==> config.mk <==
export PLATFORM = sky130hd
export DESIGN_NAME = bst_tap
export DESIGN_NICKNAME = d
export VERILOG_FILES = /design/src/rtl/bst_tap.v
export VERILOG_INCLUDE_DIRS = /design/src /design/src/rtl
export SDC_FILE = /design/constraint.sdc
export NUM_CORES = 1
export LEC_CHECK = 0
export BUFFER_PORTS_ARGS = -buffer_cell sky130_fd_sc_hd__buf_2
export CAP_MARGIN = 30
export CORE_ASPECT_RATIO = 0.8
export CORE_MARGIN = 5
export CORE_UTILIZATION = 35
export CTS_BUF_LIST = sky130_fd_sc_hd__clkbuf_16
export DETAILED_ROUTE_END_ITERATION = 12
export MAX_ROUTING_LAYER = met4
export SLEW_MARGIN = 30
export SYNTH_ARGS = -nofsm -noshare
export SYNTH_HDL_FRONTEND = slang
export SYNTH_SLANG_ARGS = --single-unit
==> constraint.sdc <==
create_clock -name core_clk_i -period 3.4 [get_ports core_clk_i]
set_input_delay 0.34 -clock core_clk_i [delete_from_list [all_inputs] [get_ports core_clk_i]]
set_output_delay 0.34 -clock core_clk_i [all_outputs]
set_load 0.005 [all_outputs]
==> src/rtl/bst_defines.vh <==
// Purpose: constants for the boundary-scan test port
// Assumes: included by bst_tap.v and by the testbench
// Notes:   instruction codes are two bits wide
`ifndef BST_DEFINES_VH
`define BST_DEFINES_VH

// ----------------------------------------
// instruction register
// ----------------------------------------
`define BST_IR_W        2
`define BST_IR_EXTEST   2'h0
`define BST_IR_SAMPLE   2'h1
`define BST_IR_IDCODE   2'h2
`define BST_IR_BYPASS   2'h3
// capture value of the instruction register, low bits 01 as usual
`define BST_IR_CAPTURE  2'h1

// ----------------------------------------
// identification
// ----------------------------------------
// arbitrary value, bit 0 must be one
`define BST_IDCODE      32'h1234_5001

// ----------------------------------------
// three-level select encoding
// ----------------------------------------
`define BST_LVL_LOW     2'h0
`define BST_LVL_MID     2'h1
`define BST_LVL_HIGH    2'h2
`define BST_SCAN_LOW    2'h0
`define BST_SCAN_MID    2'h2
`define BST_SCAN_HIGH   2'h3

`endif

==> src/rtl/bst_tap.v <==
// Purpose: boundary-scan test access port with boundary and bypass paths
// Assumes: test pins are synchronous to core_clk_i and test_clock toggles well below its rate
// Notes:   test clock edges are found by sampling, so no second clock domain exists
//
// Operation
// - only boundary scan and bypass test paths; identification read as well.
// - scan cells on parallel pins, training clock and reference clock inputs.
// - serial line pins carry no scan cells at all.
// - test reset pin low forces the controller to its reset state.
// - test mode select high for five test clocks reaches reset state.
// - in reset state the functional pins pass through untouched.
// - functional reset and test reset work in either order.
// - three-level select scans as 00 low, 10 mid, 11 high.
// - a fixed identification code is readable over the test data path.
`timescale 1ns/1ns
`include "bst_defines.vh"

module bst_tap #(
    parameter N_IN  = 16,
    parameter N_OUT = 16,
    parameter N_SEL = 4
) (
    // clock, reset, enable
    input  wire                 core_clk_i,
    input  wire                 reset_i,
    input  wire                 clk_en_i,
    // test port pins
    input  wire                 test_clock_i,
    input  wire                 test_mode_sel_i,
    input  wire                 test_data_i,
    input  wire                 test_reset_n_i,
    output reg                  test_data_o,
    output reg                  test_data_oe_o,
    // functional pins seen by the chain
    input  wire [N_IN-1:0]      par_in_i,
    input  wire                 training_clock_input_i,
    input  wire                 transmit_reference_clock_input_i,
    input  wire [2*N_SEL-1:0]   sel_level_i,
    input  wire [N_OUT-1:0]     core_out_i,
    output reg  [N_OUT-1:0]     par_out_o
);

    // ----------------------------------------
    // controller states
    // ----------------------------------------
    localparam [3:0] S_TLR = 4'h0, S_RTI = 4'h1, S_SDR = 4'h2, S_CDR = 4'h3,
                     S_SHD = 4'h4, S_E1D = 4'h5, S_PSD = 4'h6, S_E2D = 4'h7,
                     S_UDR = 4'h8, S_SIR = 4'h9, S_CIR = 4'ha, S_SHI = 4'hb,
                     S_E1I = 4'hc, S_PSI = 4'hd, S_E2I = 4'he, S_UIR = 4'hf;
    // serial line pins are deliberately absent from this sum
    localparam CHAIN = N_OUT + 2 * N_SEL + 2 + N_IN;

    reg  [3:0]              state_q;
    reg  [3:0]              state_d;
    reg                     tck_q;
    reg  [`BST_IR_W-1:0]    ir_sh_q;
    reg  [`BST_IR_W-1:0]    ir_q;
    reg  [CHAIN-1:0]        bs_sh_q;
    reg  [N_OUT-1:0]        bs_upd_q;
    reg  [31:0]             id_sh_q;
    reg                     byp_q;
    wire                    tck_rise;
    wire                    tck_fall;
    wire [2*N_SEL-1:0]      sel_scan;
    wire [CHAIN-1:0]        bs_cap;
    wire                    extest;

    assign tck_rise = clk_en_i & test_clock_i & ~tck_q;
    assign tck_fall = clk_en_i & ~test_clock_i & tck_q;
    assign extest   = (ir_q == `BST_IR_EXTEST);

    // ----------------------------------------
    // controller decodes
    // ----------------------------------------
    // instruction reset on entry, so pins are released as soon as reset state is reached
    wire                    enter_tlr;
    wire                    cap_dr;
    wire                    sh_dr;
    wire                    upd_bs;
    wire                    cap_ir;
    wire                    sh_ir;
    wire                    upd_ir;
    reg                     tdo_d;

    assign enter_tlr = (state_d == S_TLR);
    assign cap_dr    = (state_q == S_CDR);
    assign sh_dr     = (state_q == S_SHD);
    assign upd_bs    = (state_q == S_UDR) && (extest || ir_q == `BST_IR_SAMPLE);
    assign cap_ir    = (state_q == S_CIR);
    assign sh_ir     = (state_q == S_SHI);
    assign upd_ir    = (state_q == S_UIR);

    // ----------------------------------------
    // three-level select encoding
    // ----------------------------------------
    genvar g;
    generate
        for (g = 0; g < N_SEL; g = g + 1) begin : g_sel
            assign sel_scan[2*g+1:2*g] =
                (sel_level_i[2*g+1:2*g] == `BST_LVL_HIGH) ? `BST_SCAN_HIGH :
                (sel_level_i[2*g+1:2*g] == `BST_LVL_MID)  ? `BST_SCAN_MID  :
                                                             `BST_SCAN_LOW;
        end
    endgenerate

    // bit 0 sits nearest the data output
    assign bs_cap = {core_out_i, sel_scan, transmit_reference_clock_input_i,
                     training_clock_input_i, par_in_i};

    // ----------------------------------------
    // controller next state
    // ----------------------------------------
    always @* begin
        case (state_q)
            S_TLR:   state_d = test_mode_sel_i ? S_TLR : S_RTI;
            S_RTI:   state_d = test_mode_sel_i ? S_SDR : S_RTI;
            S_SDR:   state_d = test_mode_sel_i ? S_SIR : S_CDR;
            S_CDR:   state_d = test_mode_sel_i ? S_E1D : S_SHD;
            S_SHD:   state_d = test_mode_sel_i ? S_E1D : S_SHD;
            S_E1D:   state_d = test_mode_sel_i ? S_UDR : S_PSD;
            S_PSD:   state_d = test_mode_sel_i ? S_E2D : S_PSD;
            S_E2D:   state_d = test_mode_sel_i ? S_UDR : S_SHD;
            S_UDR:   state_d = test_mode_sel_i ? S_SDR : S_RTI;
            S_SIR:   state_d = test_mode_sel_i ? S_TLR : S_CIR;
            S_CIR:   state_d = test_mode_sel_i ? S_E1I : S_SHI;
            S_SHI:   state_d = test_mode_sel_i ? S_E1I : S_SHI;
            S_E1I:   state_d = test_mode_sel_i ? S_UIR : S_PSI;
            S_PSI:   state_d = test_mode_sel_i ? S_E2I : S_PSI;
            S_E2I:   state_d = test_mode_sel_i ? S_UIR : S_SHI;
            S_UIR:   state_d = test_mode_sel_i ? S_SDR : S_RTI;
            default: state_d = S_TLR;
        endcase
    end

    // ----------------------------------------
    // controller and instruction
    // ----------------------------------------
    // functional reset also parks the controller, so either reset order ends alike
    always @(posedge core_clk_i) begin
        if (reset_i) begin
            tck_q   <= 1'b0;
            state_q <= S_TLR;
            ir_sh_q <= `BST_IR_CAPTURE;
            ir_q    <= `BST_IR_IDCODE;
        end else if (clk_en_i) begin
            tck_q <= test_clock_i;
            if (!test_reset_n_i) begin
                state_q <= S_TLR;
                ir_q    <= `BST_IR_IDCODE;
            end else if (tck_rise) begin
                state_q <= state_d;
                if (enter_tlr)
                    ir_q <= `BST_IR_IDCODE;
                if (cap_ir)
                    ir_sh_q <= `BST_IR_CAPTURE;
                else if (sh_ir)
                    ir_sh_q <= {test_data_i, ir_sh_q[`BST_IR_W-1:1]};
                if (upd_ir)
                    ir_q <= ir_sh_q;
            end
        end
    end

    // ----------------------------------------
    // data registers
    // ----------------------------------------
    always @(posedge core_clk_i) begin
        if (reset_i) begin
            bs_sh_q  <= {CHAIN{1'b0}};
            bs_upd_q <= {N_OUT{1'b0}};
            id_sh_q  <= 32'h0000_0000;
            byp_q    <= 1'b0;
        end else if (tck_rise && test_reset_n_i) begin
            if (cap_dr) begin
                bs_sh_q <= bs_cap;
                id_sh_q <= `BST_IDCODE;
                byp_q   <= 1'b0;
            end else if (sh_dr) begin
                bs_sh_q <= {test_data_i, bs_sh_q[CHAIN-1:1]};
                id_sh_q <= {test_data_i, id_sh_q[31:1]};
                byp_q   <= test_data_i;
            end
            // sample/preload may load the update stage too
            if (upd_bs)
                bs_upd_q <= bs_sh_q[CHAIN-1:CHAIN-N_OUT];
        end
    end

    // ----------------------------------------
    // test data out select
    // ----------------------------------------
    // instruction shift path overrides the selected data register
    always @* begin
        case (ir_q)
            `BST_IR_BYPASS: tdo_d = byp_q;
            `BST_IR_IDCODE: tdo_d = id_sh_q[0];
            default:        tdo_d = bs_sh_q[0];
        endcase
        if (sh_ir)
            tdo_d = ir_sh_q[0];
    end

    // ----------------------------------------
    // data output and pins
    // ----------------------------------------
    // output changes on the falling test clock, as a tester expects
    always @(posedge core_clk_i) begin
        if (reset_i) begin
            test_data_o    <= 1'b0;
            test_data_oe_o <= 1'b0;
            par_out_o      <= {N_OUT{1'b0}};
        end else if (clk_en_i) begin
            // one cycle of delay on functional outputs, traded for glitch-free pins
            par_out_o <= extest ? bs_upd_q : core_out_i;
            if (tck_fall) begin
                test_data_oe_o <= sh_dr || sh_ir;
                test_data_o    <= tdo_d;
            end
        end
    end

endmodule

# After elaboration in Yosys (flattened, before gate mapping)
# Index checks and enable logic that the tools add are counted.
[word_totals]
register_bits = 118
in_bits = 49
output_inout_bits = 18
word_cells = 101
[classes]
n_eq_ne = 28
mux = 38
bitwise = 6
n_reduce_logical = 18
[ops]
columns = ["op", "n"]
rows = [
  ["$mux W42", 2],
  ["$mux W32", 2],
  ["$pmux W4 S12", 1],
  ["$mux W2", 17],
  ["$eq A4 B4 Y1 const B", 8],
  ["$mux W4", 6],
  ["$eq A4 B3 Y1 const B", 4],
  ["$mux W16", 1],
  ["$eq A2 B2 Y1 const B", 6],
  ["$eq A2 B1 Y1 const B", 5],
  ["$eq A4 B2 Y1 const B", 2],
  ["$logic_not A4 Y1", 2],
  ["$reduce_and A2 Y1", 4],
  ["$mux W1", 6],
  ["$mux W3", 2],
  ["$and A1 B1 Y1", 4],
  ["$eq A4 B1 Y1 const B", 1],
  ["$reduce_and A4 Y1", 1],
  ["$reduce_bool A2 Y1", 2],
  ["$reduce_or A2 Y1", 2],
  ["$ne A3 B1 Y1 const B", 1],
  ["$reduce_and A3 Y1", 1],
  ["$reduce_or A3 Y1", 1],
  ["$logic_and A1 B1 Y1", 2],
  ["other kinds (5)", 7],
]

# Depth between registers and ports, before layout
# Gate-level depths: netlist of the first run.
[depth]
word_depth = 8
ltp_mapped = 7
mapped_depth_nobuf = 5

# Least setup slack after synthesis of the first run
# No wires, ideal clock.
[synth_timing]
path_type = "flip-flop to flip-flop"
start = "register state_q[1]"
end = "register id_sh_q[21]"
setup_time_ns = 0.131
arrival_time_ns = 1.577
t_required_ns = 3.269
slack_ns = 1.691
path_stages_with_launch = 8
n_path_buf = 3
period_less_slack_ns = 1.709
cell_sequence = "dfxtp_1 -> buf_2 -> or3b_1 -> a211o_1 -> buf_2 -> buf_2 -> nor3_1 -> nor3_1"
[synth_between]
elab_chain_len = 3
elab_cells_between_ends = 5
cone_classes = "eq/ne: 2; mux: 1; reduce/logical: 2"
[synth_rtl]
columns = ["element", "line", "source"]
rows = [
  ["start, declared", "bst_tap.v:53", "reg [3:0] state_q;"],
  ["start signal, assigned", "bst_tap.v:151", "state_q <= state_d;"],
  ["$eq A4 B2 Y1 / $eq A4 B3 Y1 (equally long branches)", "bst_tap.v:86, bst_tap.v:87", ""],
  ["$reduce_bool A2 Y1 (no line)", "-", ""],
  ["$reduce_and A2 Y1 (no line)", "-", ""],
  ["end signal, assigned", "bst_tap.v:176", "id_sh_q <= `BST_IDCODE;"],
  ["end signal, assigned", "bst_tap.v:180", "id_sh_q <= {test_data_i, id_sh_q[31:1]};"],
  ["end, declared", "bst_tap.v:60", "reg [31:0] id_sh_q;"],
]
# Parallel ways exist; a longest one is shown, timed or not.
# A chain may end at the register's enable or synchronous reset.

# Final worst setup path of the first run
[layout_timing]
start = "register state_q[2]"
end = "register bs_sh_q[9]"
[layout_between]
elab_chain_len = 3
elab_cells_between_ends = 5
cone_classes = "eq/ne: 2; mux: 1; reduce/logical: 2"
[layout_rtl]
columns = ["element", "line", "source"]
rows = [
  ["$eq A4 B2 Y1 / $eq A4 B3 Y1 (equally long branches)", "bst_tap.v:86, bst_tap.v:87", ""],
  ["$reduce_bool A2 Y1 (no line)", "-", ""],
  ["$reduce_and A2 Y1 (no line)", "-", ""],
  ["end signal, assigned", "bst_tap.v:169", "bs_sh_q <= {CHAIN{1'b0}};"],
  ["end signal, assigned", "bst_tap.v:175", "bs_sh_q <= bs_cap;"],
  ["end signal, assigned", "bst_tap.v:179", "bs_sh_q <= {test_data_i, bs_sh_q[CHAIN-1:1]};"],
  ["end, declared", "bst_tap.v:58", "reg [CHAIN-1:0] bs_sh_q;"],
]
# Parallel ways exist; a longest one is shown, timed or not.

==> impl_metrics.env, run 1 <==
export IMPL_p_sw_uw=735.4
export IMPL_synthAdderAreaFrac_pct=0.9335
export IMPL_synth_cell_types=46
export IMPL_holdBufCountCts=0
export IMPL_worstMarginPinSlew_ps=865.6
export IMPL_drc=0
export IMPL_hold_start="par_in_i[8]"
export IMPL_hold_violations=0
export IMPL_async_flop_share_pct=0
export IMPL_synth_area_leader_cell="dfxtp_1"
export IMPL_min_period_ps=2557
export IMPL_seqPwrFrac_pct=44.1
export IMPL_clockPowerShare_pct=51.7
export IMPL_areaGrowthSynthToFinish_pct=17.22
export IMPL_yosys_area_share_simple_pct=24.22
export IMPL_synthFlopType="dfxtp_1"
export IMPL_first_pass_iters=4
export IMPL_dp_hpwl_microns=8226
export IMPL_antenna_found_initial=0
export IMPL_nFillCells=1503
export IMPL_maxCapViolations=0
export IMPL_rsz0062_at_grt="no"
export IMPL_clk_latency_ps=430
export IMPL_fin_cells=892
export IMPL_grt_pass1_wl_microns=21560
export IMPL_setup_tns_ps=0
export IMPL_synth_edf_count=0
export IMPL_powerDensity_mw_per_mm2=504.0
export IMPL_crit_fanout=42
export IMPL_r2r_start="state_q[2]"
export IMPL_combinationalPowerShare_pct=4.2
export IMPL_vias_per_cell=5.320
export IMPL_numCtsBuffers=17
export IMPL_r2r_slack_ps=840
export IMPL_num_vias=4745
export IMPL_grt_max_degree=78
export IMPL_io_buffers=66
export IMPL_syn_area_sq_mm=0.005361
export IMPL_critPathLaunchType="flip-flop"
export IMPL_critPathRequiredTime_ps=3730
export IMPL_worstPathArrival_ps=2890
export IMPL_start_util_pct=35.71
export IMPL_path_clk_slew_ps=60
export IMPL_drt_iter0_drc=322
export IMPL_worstHoldPathCells=3
export IMPL_peakVddDrop_mv=0.2837
export IMPL_grt_ovfl_total=0
export IMPL_gp_congestion=0.8027
export IMPL_max_clock_freq_mhz=391.0
export IMPL_dp_cells=859
export IMPL_outcome="complete, no violations"
export IMPL_cp_top_family="flip-flops"
export IMPL_synth_top_family_by_area="simple AND/OR/NAND/NOR gates"
export IMPL_grt_pass1_vias=4473
export IMPL_worstRegToRegCells=5
export IMPL_post_cts_buffers=0
export IMPL_cellLeakagePower_nw=2.031
export IMPL_ios=67
export IMPL_die_h_microns=120.7
export IMPL_critical_path_buf_inv_count=1
export IMPL_synth_compound_area_share_pct=24.06
export IMPL_worstReg2RegEnd="bs_sh_q[9]"
export IMPL_core_area_sq_mm=0.01501
export IMPL_avgSynthCellArea_sq_um=8.136
export IMPL_end_kind="flip-flop"
export IMPL_die_w_microns=148.4
export IMPL_fin_nets=743
export IMPL_swShare_pct=23.21
export IMPL_cts_buffer_depth=2
export IMPL_period_share_pct=75.22
export IMPL_synth_nets=712
export IMPL_yosysWarnings=0
export IMPL_die_area_sq_mm=0.01791
export IMPL_crit_type="reg -> reg"
export IMPL_hp_class="in -> reg"
export IMPL_avgRoutedWirePerCell_microns=14.56
export IMPL_cts_root_buffer="clkbuf_16"
export IMPL_totalWireLength_microns=12990
export IMPL_cts_resized_gates=0
export IMPL_skew_ps=15.31
export IMPL_synth_xor_area_share_pct=0.1634
export IMPL_drive_gt1_share_pct=21.34
export IMPL_synth_top_area_share_pct=43.69
export IMPL_worstPathCellList="or3b_1 > a211oi_4 > buf_12 > nor2_1 > a311oi_2"
export IMPL_cts_sinks=117
export IMPL_synth_area_leaders="dfxtp_1 (44%), nand2_1 (12%), a311oi_2 (10%)"
export IMPL_setup_violations=0
export IMPL_ys_ff_latch=117
export IMPL_rows=40
export IMPL_intPower_mw=2.432
export IMPL_ant_nets=0
export IMPL_hold_end="bs_sh_q[8]"
export IMPL_crit_path_top_delay_cell="dfxtp_1"
export IMPL_slowest_delay_ps=830
export IMPL_cts_tree="yes"
export IMPL_slew_violations=0
export IMPL_synth_cells=659
export IMPL_synthMuxAreaShare_pct=0.3734
export IMPL_antenna_cells=0
export IMPL_max_slew_margin_rel_pct=42.21
export IMPL_synth_seq_area_share_pct=43.69
export IMPL_grt_usage_pct=15.25
export IMPL_cts_max_level=4
[routing by layer]
| layer | global-route usage, % | vias up | routed length (microns) |
|---|---|---|---|
| met2 | 23.04 | 95 | 5991 |
| met5 | - | - | 0 |
| li1 | - | 2362 | - |
| met1 | 18.78 | 2266 | 6124 |
| met4 | 6.578 | 0 | 260 |
| met3 | 4.946 | 22 | 609 |
[Yosys cell counts, types with 2 or more instances]
master    count
nand2_1     165
dfxtp_1     117
nor2_1       73
a21oi_1      54
clkbuf_1     38
a311oi_2     37
nand3_1      30
nor3_1       20
o21ai_0      20
a311oi_1     16
buf_2        11
inv_1         8
o211ai_1      7
buf_4         6
buf_6         6
nor2b_1       5
a211oi_1      4
ha_1          4
or2_2         4
buf_1         3
a211o_1       2
a32oi_1       2
and4b_1       2
mux2i_1       2
nand2b_1      2
[state kept, by name (all words and copies together), names as in the netlist]
register and cells:
ir_q 2, id_sh_q 32, par_out_o 16, ir_sh_q 2, test_data_oe_o 1, bs_upd_q 16, test_data_o 1, state_q 4
tck_q 1, bs_sh_q 42
[power by group through the flow]
stage / clock [mW] / combinational (mW) / sequential [mW]
floorplan: 0 / 0.0686 / 1.43
CTS: 1.67 / 0.131 / 1.40
detailed placement: 0 / 0.131 / 1.43
global placement: 0 / 0.128 / 1.43
global route: 1.73 / 0.147 / 1.40
finish: 1.64 / 0.133 / 1.40
[final cells by class]
class	count	area [sq um]	share of cell area, %
well taps	189	236.5	3.763
flip-flops and latches	117	2342	37.27
clock buffers	17	425.4	6.769
repair buffers	76	445.4	7.087
inverters	8	30.03	0.4778
clock inverters	15	113.9	1.812
multi-input cells	470	2691	42.82
[stage by stage]
step	worst slack [ps]	power, mW	instance area (sq um)	util, %	hold WS (ps)
after floorplan	1691	1.494	5361	-	432.1
after global placement	943.0	1.553	5724	38.13	438.6
after detailed placement	879.6	1.556	5725	38.13	445.3
after CTS	856.7	3.196	6265	41.73	191.0
after global routing	672.2	3.278	6285	41.86	206.4
final	842.6	3.168	6285	41.86	201.8
[cell families after synthesis]
kind of cell	after synthesis
AND/OR/NAND/NOR	309
XOR/XNOR	1
buffers and inverters	72
flip-flops	117
multiplexers	2
adder cells (fa/ha/maj)	4
AO/OA/AOI/OAI	154
[worst min-delay path, delay by kind of cell]
kind            cells  cell delay, ps
buf+inv             1              90
compound gates      1              80
simple gates        1              60
[cells in the final DEF (no fill, tap or decap), types with 3 or more instances in the layout]
| cell type | synthesis | layout |
|---|---|---|
| dfxtp_1 | 117 | 117 |
| nand2_1 | 165 | 165 |
| a21oi_1 | 54 | 54 |
| ha_1 | 4 | 4 |
| or2_2 | 4 | 4 |
| a211oi_1 | 4 | 4 |
| a311oi_2 | 37 | 37 |
| clkinv_1 | 0 | 4 |
| a311oi_1 | 16 | 16 |
| nor2b_1 | 5 | 5 |
| buf_4 | 6 | 8 |
| buf_12 | 0 | 3 |
| clkinvlp_4 | 0 | 3 |
| o211ai_1 | 7 | 7 |
| nor2_1 | 73 | 73 |
| buf_2 | 11 | 65 |
| clkbuf_16 | 0 | 17 |
| clkinv_2 | 0 | 4 |
| inv_1 | 8 | 8 |
| nor3_1 | 20 | 20 |
| o21ai_0 | 20 | 20 |
| nand3_1 | 30 | 30 |
[how the worst max path moves through the flow]
stage / from / end / slack, ps / depth (start not counted)
detailed placement: state_q[2] / bs_sh_q[9] / 880 / 5
finish: state_q[2] / bs_sh_q[9] / 840 / 5
CTS: state_q[2] / bs_sh_q[9] / 860 / 5
global route: state_q[2] / bs_sh_q[31] / 670 / 5
global placement: state_q[2] / id_sh_q[12] / 940 / 4
floorplan: state_q[1] / id_sh_q[21] / 1690 / 7
Power figures use the tool's default switching activity.
==> run 2, diff against run 1 <==
==> constraint.sdc (replaced) <==
create_clock -name core_clk_i -period 2.5 [get_ports core_clk_i]
set_input_delay 0.25 -clock core_clk_i [delete_from_list [all_inputs] [get_ports core_clk_i]]
set_output_delay 0.25 -clock core_clk_i [all_outputs]
set_load 0.005 [all_outputs]
==> impl_metrics.env, run 2 (synthesized netlist as in run 1, its figures left out) <==
export IMPL_min_period_ps=1983
export IMPL_grt_pass1_vias=4425
export IMPL_post_cts_buffers=0
export IMPL_dp_slack_ps=535.3
export IMPL_seqPwrFrac_pct=41.1
export IMPL_slew_violations=0
export IMPL_max_slew_margin_rel_pct=49.21
export IMPL_intPower_mw=3.550
export IMPL_nFillCells=1474
export IMPL_die_w_microns=148.4
export IMPL_numCtsBuffers=17
export IMPL_setup_violations=0
export IMPL_clockPowerShare_pct=54.9
export IMPL_clk_latency_ps=420
export IMPL_end_kind="flip-flop"
export IMPL_drc=0
export IMPL_fin_nets=749
export IMPL_maxCapViolations=0
export IMPL_cts_sinks=117
export IMPL_die_area_sq_mm=0.01791
export IMPL_vias_per_cell=5.199
export IMPL_cts_root_buffer="clkbuf_16"
export IMPL_start_util_pct=35.71
export IMPL_powerDensity_mw_per_mm2=717.5
export IMPL_skew_ps=8.189
export IMPL_crit_path_top_delay_cell="nand4b_1"
export IMPL_antenna_found_initial=1
export IMPL_combinationalPowerShare_pct=4.0
export IMPL_grt_pass1_wl_microns=22090
export IMPL_final_cell_mix="nand2_1 (165), dfxtp_1 (117), nor2_1 (72), buf_2 (65), a21oi_1 (54)"
export IMPL_core_area_sq_mm=0.01501
export IMPL_worstPathCellList="nand4b_1 > a211oi_4 > buf_4 > nor2_1 > a311oi_2"
export IMPL_die_h_microns=120.7
export IMPL_cts_tree="yes"
export IMPL_mostFrequentLayoutCell="nand2_1"
export IMPL_period_share_pct=79.30
export IMPL_io_buffers=66
export IMPL_grt_max_degree=79
export IMPL_gp_congestion=0.8706
export IMPL_reg_top3="bs_sh_q x42, id_sh_q x32"
export IMPL_largest_reg_flops=42
export IMPL_slowest_delay_ps=430
export IMPL_num_vias=4674
export IMPL_outcome="complete, no violations"
export IMPL_max_clock_freq_mhz=504.4
export IMPL_crit_fanout=31
export IMPL_critPathRequiredTime_ps=2830
export IMPL_holdBufCountCts=0
export IMPL_rsz0062_at_grt="no"
export IMPL_cts_resized_gates=0
export IMPL_cellLeakagePower_nw=2.095
export IMPL_avgRoutedWirePerCell_microns=14.68
export IMPL_largest_register="bs_sh_q"
export IMPL_path_clk_slew_ps=60
export IMPL_drive_gt1_share_pct=22.57
export IMPL_worstMarginPinSlew_ps=761.0
export IMPL_hold_violations=0
export IMPL_critPathLaunchType="flip-flop"
export IMPL_areaGrowthSynthToFinish_pct=19.84
export IMPL_cts_max_level=4
export IMPL_dp_hpwl_microns=8373
export IMPL_grt_usage_pct=15.54
export IMPL_swShare_pct=22.98
export IMPL_setup_tns_ps=0
export IMPL_finish_utilization_pct=42.79
export IMPL_first_pass_iters=5
export IMPL_worstPathArrival_ps=2310
export IMPL_rows=40
export IMPL_peakVddDrop_mv=0.4545
export IMPL_drt_iter0_drc=433
export IMPL_grt_ovfl_total=0
export IMPL_fin_ws_ps=517.5
export IMPL_crit_type="reg -> reg"
export IMPL_hp_class="in -> reg"
export IMPL_p_sw_mw=1.060
export IMPL_ant_nets=0
export IMPL_totalWireLength_microns=13200
export IMPL_cts_buffer_depth=2
export IMPL_ios=67
-- run 2: per-layer routing --
layer	global-route usage (%)	up-vias	part of all wire [%]
met1	20.75	2206	49
met3	5.058	11	4.9
met4	4.270	0	0.91
met5	-	-	0
met2	22.67	83	46
li1	-	2374	-
-- run 2: worst paths after layout --
kind,start,depth (start not counted),slack [ps],endpoint
setup reg to reg,tck_q,5,520,bs_sh_q[29]
hold reg to reg,id_sh_q[13],2,450,id_sh_q[13]
hold / removal,par_in_i[12],3,120,bs_sh_q[12]
setup / recovery,tck_q,5,520,bs_sh_q[29]
-- run 2: area by class of cell --
| class | count | area (sq um) | share of cell area, % |
|---|---|---|---|
| clock buffer | 17 | 425.4 | 6.621 |
| tap | 189 | 236.5 | 3.681 |
| sequential | 117 | 2342 | 36.46 |
| inverter | 8 | 30.03 | 0.4674 |
| multi-input combinational | 470 | 2693 | 41.91 |
| antenna | 1 | 2.502 | 0.03895 |
| clock inverter | 15 | 192.7 | 2.999 |
| timing repair buffer | 82 | 503.0 | 7.829 |
-- run 2: power groups by stage --
stage               Combinational (mW)  Clock [mW]  Sequential, mW
floorplan                       0.0933           0            1.94
detailed placement               0.185           0            1.94
global placement                 0.182           0            1.94
CTS                              0.186        2.59            1.90
finish                           0.184        2.53            1.90
global route                     0.207        2.68            1.90
-- run 2: per-stage QoR --
step                area, sq um  hold WS (ps)  power, mW  std cells
floorplan                  5361         397.3      2.032        659
global placement           5802         439.4      2.119        866
detailed placement         5804         443.6      2.122        866
CTS                        6422         103.5      4.669        898
global route               6425         117.3      4.788        899
finish                     6425         123.0      4.610        899
-- run 2: worst max-delay path: cells and delay by family, from the launching register on --
kind	cells	cell delay [ps]
AO/OA/AOI/OAI	2	590
flip-flops	1	340
AND/OR/NAND/NOR	2	540
buffers and inverters	1	420
==> run 3, diff against run 2 <==
==> constraint.sdc (replaced) <==
create_clock -name core_clk_i -period 1.8 [get_ports core_clk_i]
set_input_delay 0.18 -clock core_clk_i [delete_from_list [all_inputs] [get_ports core_clk_i]]
set_output_delay 0.18 -clock core_clk_i [all_outputs]
set_load 0.005 [all_outputs]
==> impl_metrics.env, run 3 (synthesized netlist as in run 1, its figures left out) <==
export IMPL_skew_ps=5.699
export IMPL_hp_class="in -> reg"
export IMPL_worstMarginPinSlew_ps=461.9
export IMPL_final_cell_mix="nand2_1 (165), dfxtp_1 (114), nor2_1 (73), buf_2 (65), a21oi_1 (52)"
export IMPL_drive_gt1_share_pct=25.14
export IMPL_grt_max_degree=67
export IMPL_antenna_found_initial=0
export IMPL_max_clock_freq_mhz=568.0
export IMPL_dp_hpwl_microns=8567
export IMPL_outcome="complete, no violations"
export IMPL_final_cell_area_sq_mm=0.006754
export IMPL_fin_cells=925
export IMPL_dp_cells=880
export IMPL_largest_register="bs_sh_q"
export IMPL_worstPathArrival_ps=2090
export IMPL_crit_fanout=19
export IMPL_holdBufCountCts=0
export IMPL_first_pass_iters=5
export IMPL_areaGrowthSynthToFinish_pct=25.97
export IMPL_drt_iter0_drc=373
export IMPL_num_vias=4774
export IMPL_gp_congestion=0.8164
export IMPL_die_w_microns=148.4
export IMPL_end_kind="flip-flop"
export IMPL_ant_nets=0
export IMPL_critPathLaunchType="flip-flop"
export IMPL_cellLeakagePower_nw=2.308
export IMPL_power_total_mw=6.120
export IMPL_largest_reg_flops=42
export IMPL_grt_pass1_wl_microns=22030
export IMPL_r2r_slack_ps=40
export IMPL_post_dp_cell_area_sq_mm=0.005995
export IMPL_cts_buffer_depth=2
export IMPL_avgRoutedWirePerCell_microns=14.55
export IMPL_clk_latency_ps=420
export IMPL_die_area_sq_mm=0.01791
export IMPL_mostFrequentLayoutCell="nand2_1"
export IMPL_grt_usage_pct=15.57
export IMPL_nFillCells=1453
export IMPL_cts_sinks=117
export IMPL_start_util_pct=35.71
export IMPL_max_slew_margin_rel_pct=68.77
export IMPL_antenna_cells=0
export IMPL_slew_violations=0
export IMPL_hold_start="par_in_i[13]"
export IMPL_critPathLaunch="state_q[2]"
export IMPL_powerDensity_mw_per_mm2=906.1
export IMPL_drc=0
export IMPL_rsz0062_at_grt="yes"
export IMPL_setup_violations=0
export IMPL_peakVddDrop_mv=0.6133
export IMPL_cts_root_buffer="clkbuf_16"
export IMPL_grt_pass1_vias=4549
export IMPL_hold_violations=0
export IMPL_io_buffers=66
export IMPL_maxCapViolations=0
export IMPL_reg_top3="bs_sh_q x42, id_sh_q x32"
export IMPL_rows=40
export IMPL_period_share_pct=97.81
export IMPL_fin_nets=779
export IMPL_numCtsBuffers=17
export IMPL_crit_type="reg -> reg"
export IMPL_vias_per_cell=5.161
export IMPL_r2r_start="state_q[2]"
export IMPL_grt_ovfl_total=0
export IMPL_min_period_ps=1761
export IMPL_ios=67
export IMPL_cts_max_level=4
export IMPL_core_area_sq_mm=0.01501
export IMPL_die_h_microns=120.7
export IMPL_totalWireLength_microns=13460
export IMPL_cts_tree="yes"
export IMPL_critPathRequiredTime_ps=2130
export IMPL_path_clk_slew_ps=50
## run 3: worst max-delay path, cell delays in order, from the launching register on
cell      delay [ps]
dfxtp_2          340
or3b_4           400
a211oi_4         290
buf_6            200
buf_12           160
nor2_1            60
a311oi_2         230
## run 3: stage by stage
stage | hold WS, ps | TNS, ps | worst slack [ps] | util, %
floorplan | 327.3 | 0 | 91.36 | -
global placement | 438.7 | 0 | 71.03 | 39.93
detailed placement | 446.5 | -11.73 | -11.73 | 39.93
CTS | 46.92 | 0 | 16.11 | 43.93
global route | 58.99 | -213.5 | -31.23 | 44.98
finish | 56.33 | 0 | 39.39 | 44.98
## run 3: routing by layer
| metal | vias up | GRT usage [%] | share of wire, % |
|---|---|---|---|
| met5 | - | - | 0 |
| met4 | 0 | 6.001 | 1.3 |
| li1 | 2429 | - | - |
| met2 | 80 | 24.12 | 48 |
| met1 | 2250 | 19.59 | 46 |
| met3 | 15 | 4.009 | 4.1 |
## run 3: final timing paths
check / end / cells after the start
worst max-delay path: bs_sh_q[0] / 6
worst min-delay path: bs_sh_q[13] / 3
worst max register to register: bs_sh_q[0] / 6
worst min register to register: id_sh_q[5] / 2
## run 3: where the power goes
part / switching (mW) / total, mW / internal (mW)
logic: 0.150 / 0.261 / 0.111
registers: 0.0141 / 2.64 / 2.62
clock network: 1.12 / 3.22 / 2.10
total: 1.28 / 6.12 / 4.84
## run 3: what timing repair did
action,4_1_cts,5_1_grt
gates cloned,1,2
pin swaps,0,7
buffers inserted,1,12
gates resized for setup,3,9
setup endpoints to repair,12,42
## run 3: layout make-up
type / instances / area (sq um) / share of cell area, %
inverter: 8 / 30.03 / 0.4446
multi-input combinational: 470 / 2700 / 39.98
clock inverter: 12 / 126.4 / 1.871
clock buffer: 17 / 425.4 / 6.299
timing repair buffer: 112 / 889.6 / 13.17
sequential: 117 / 2346 / 34.74
tap: 189 / 236.5 / 3.501
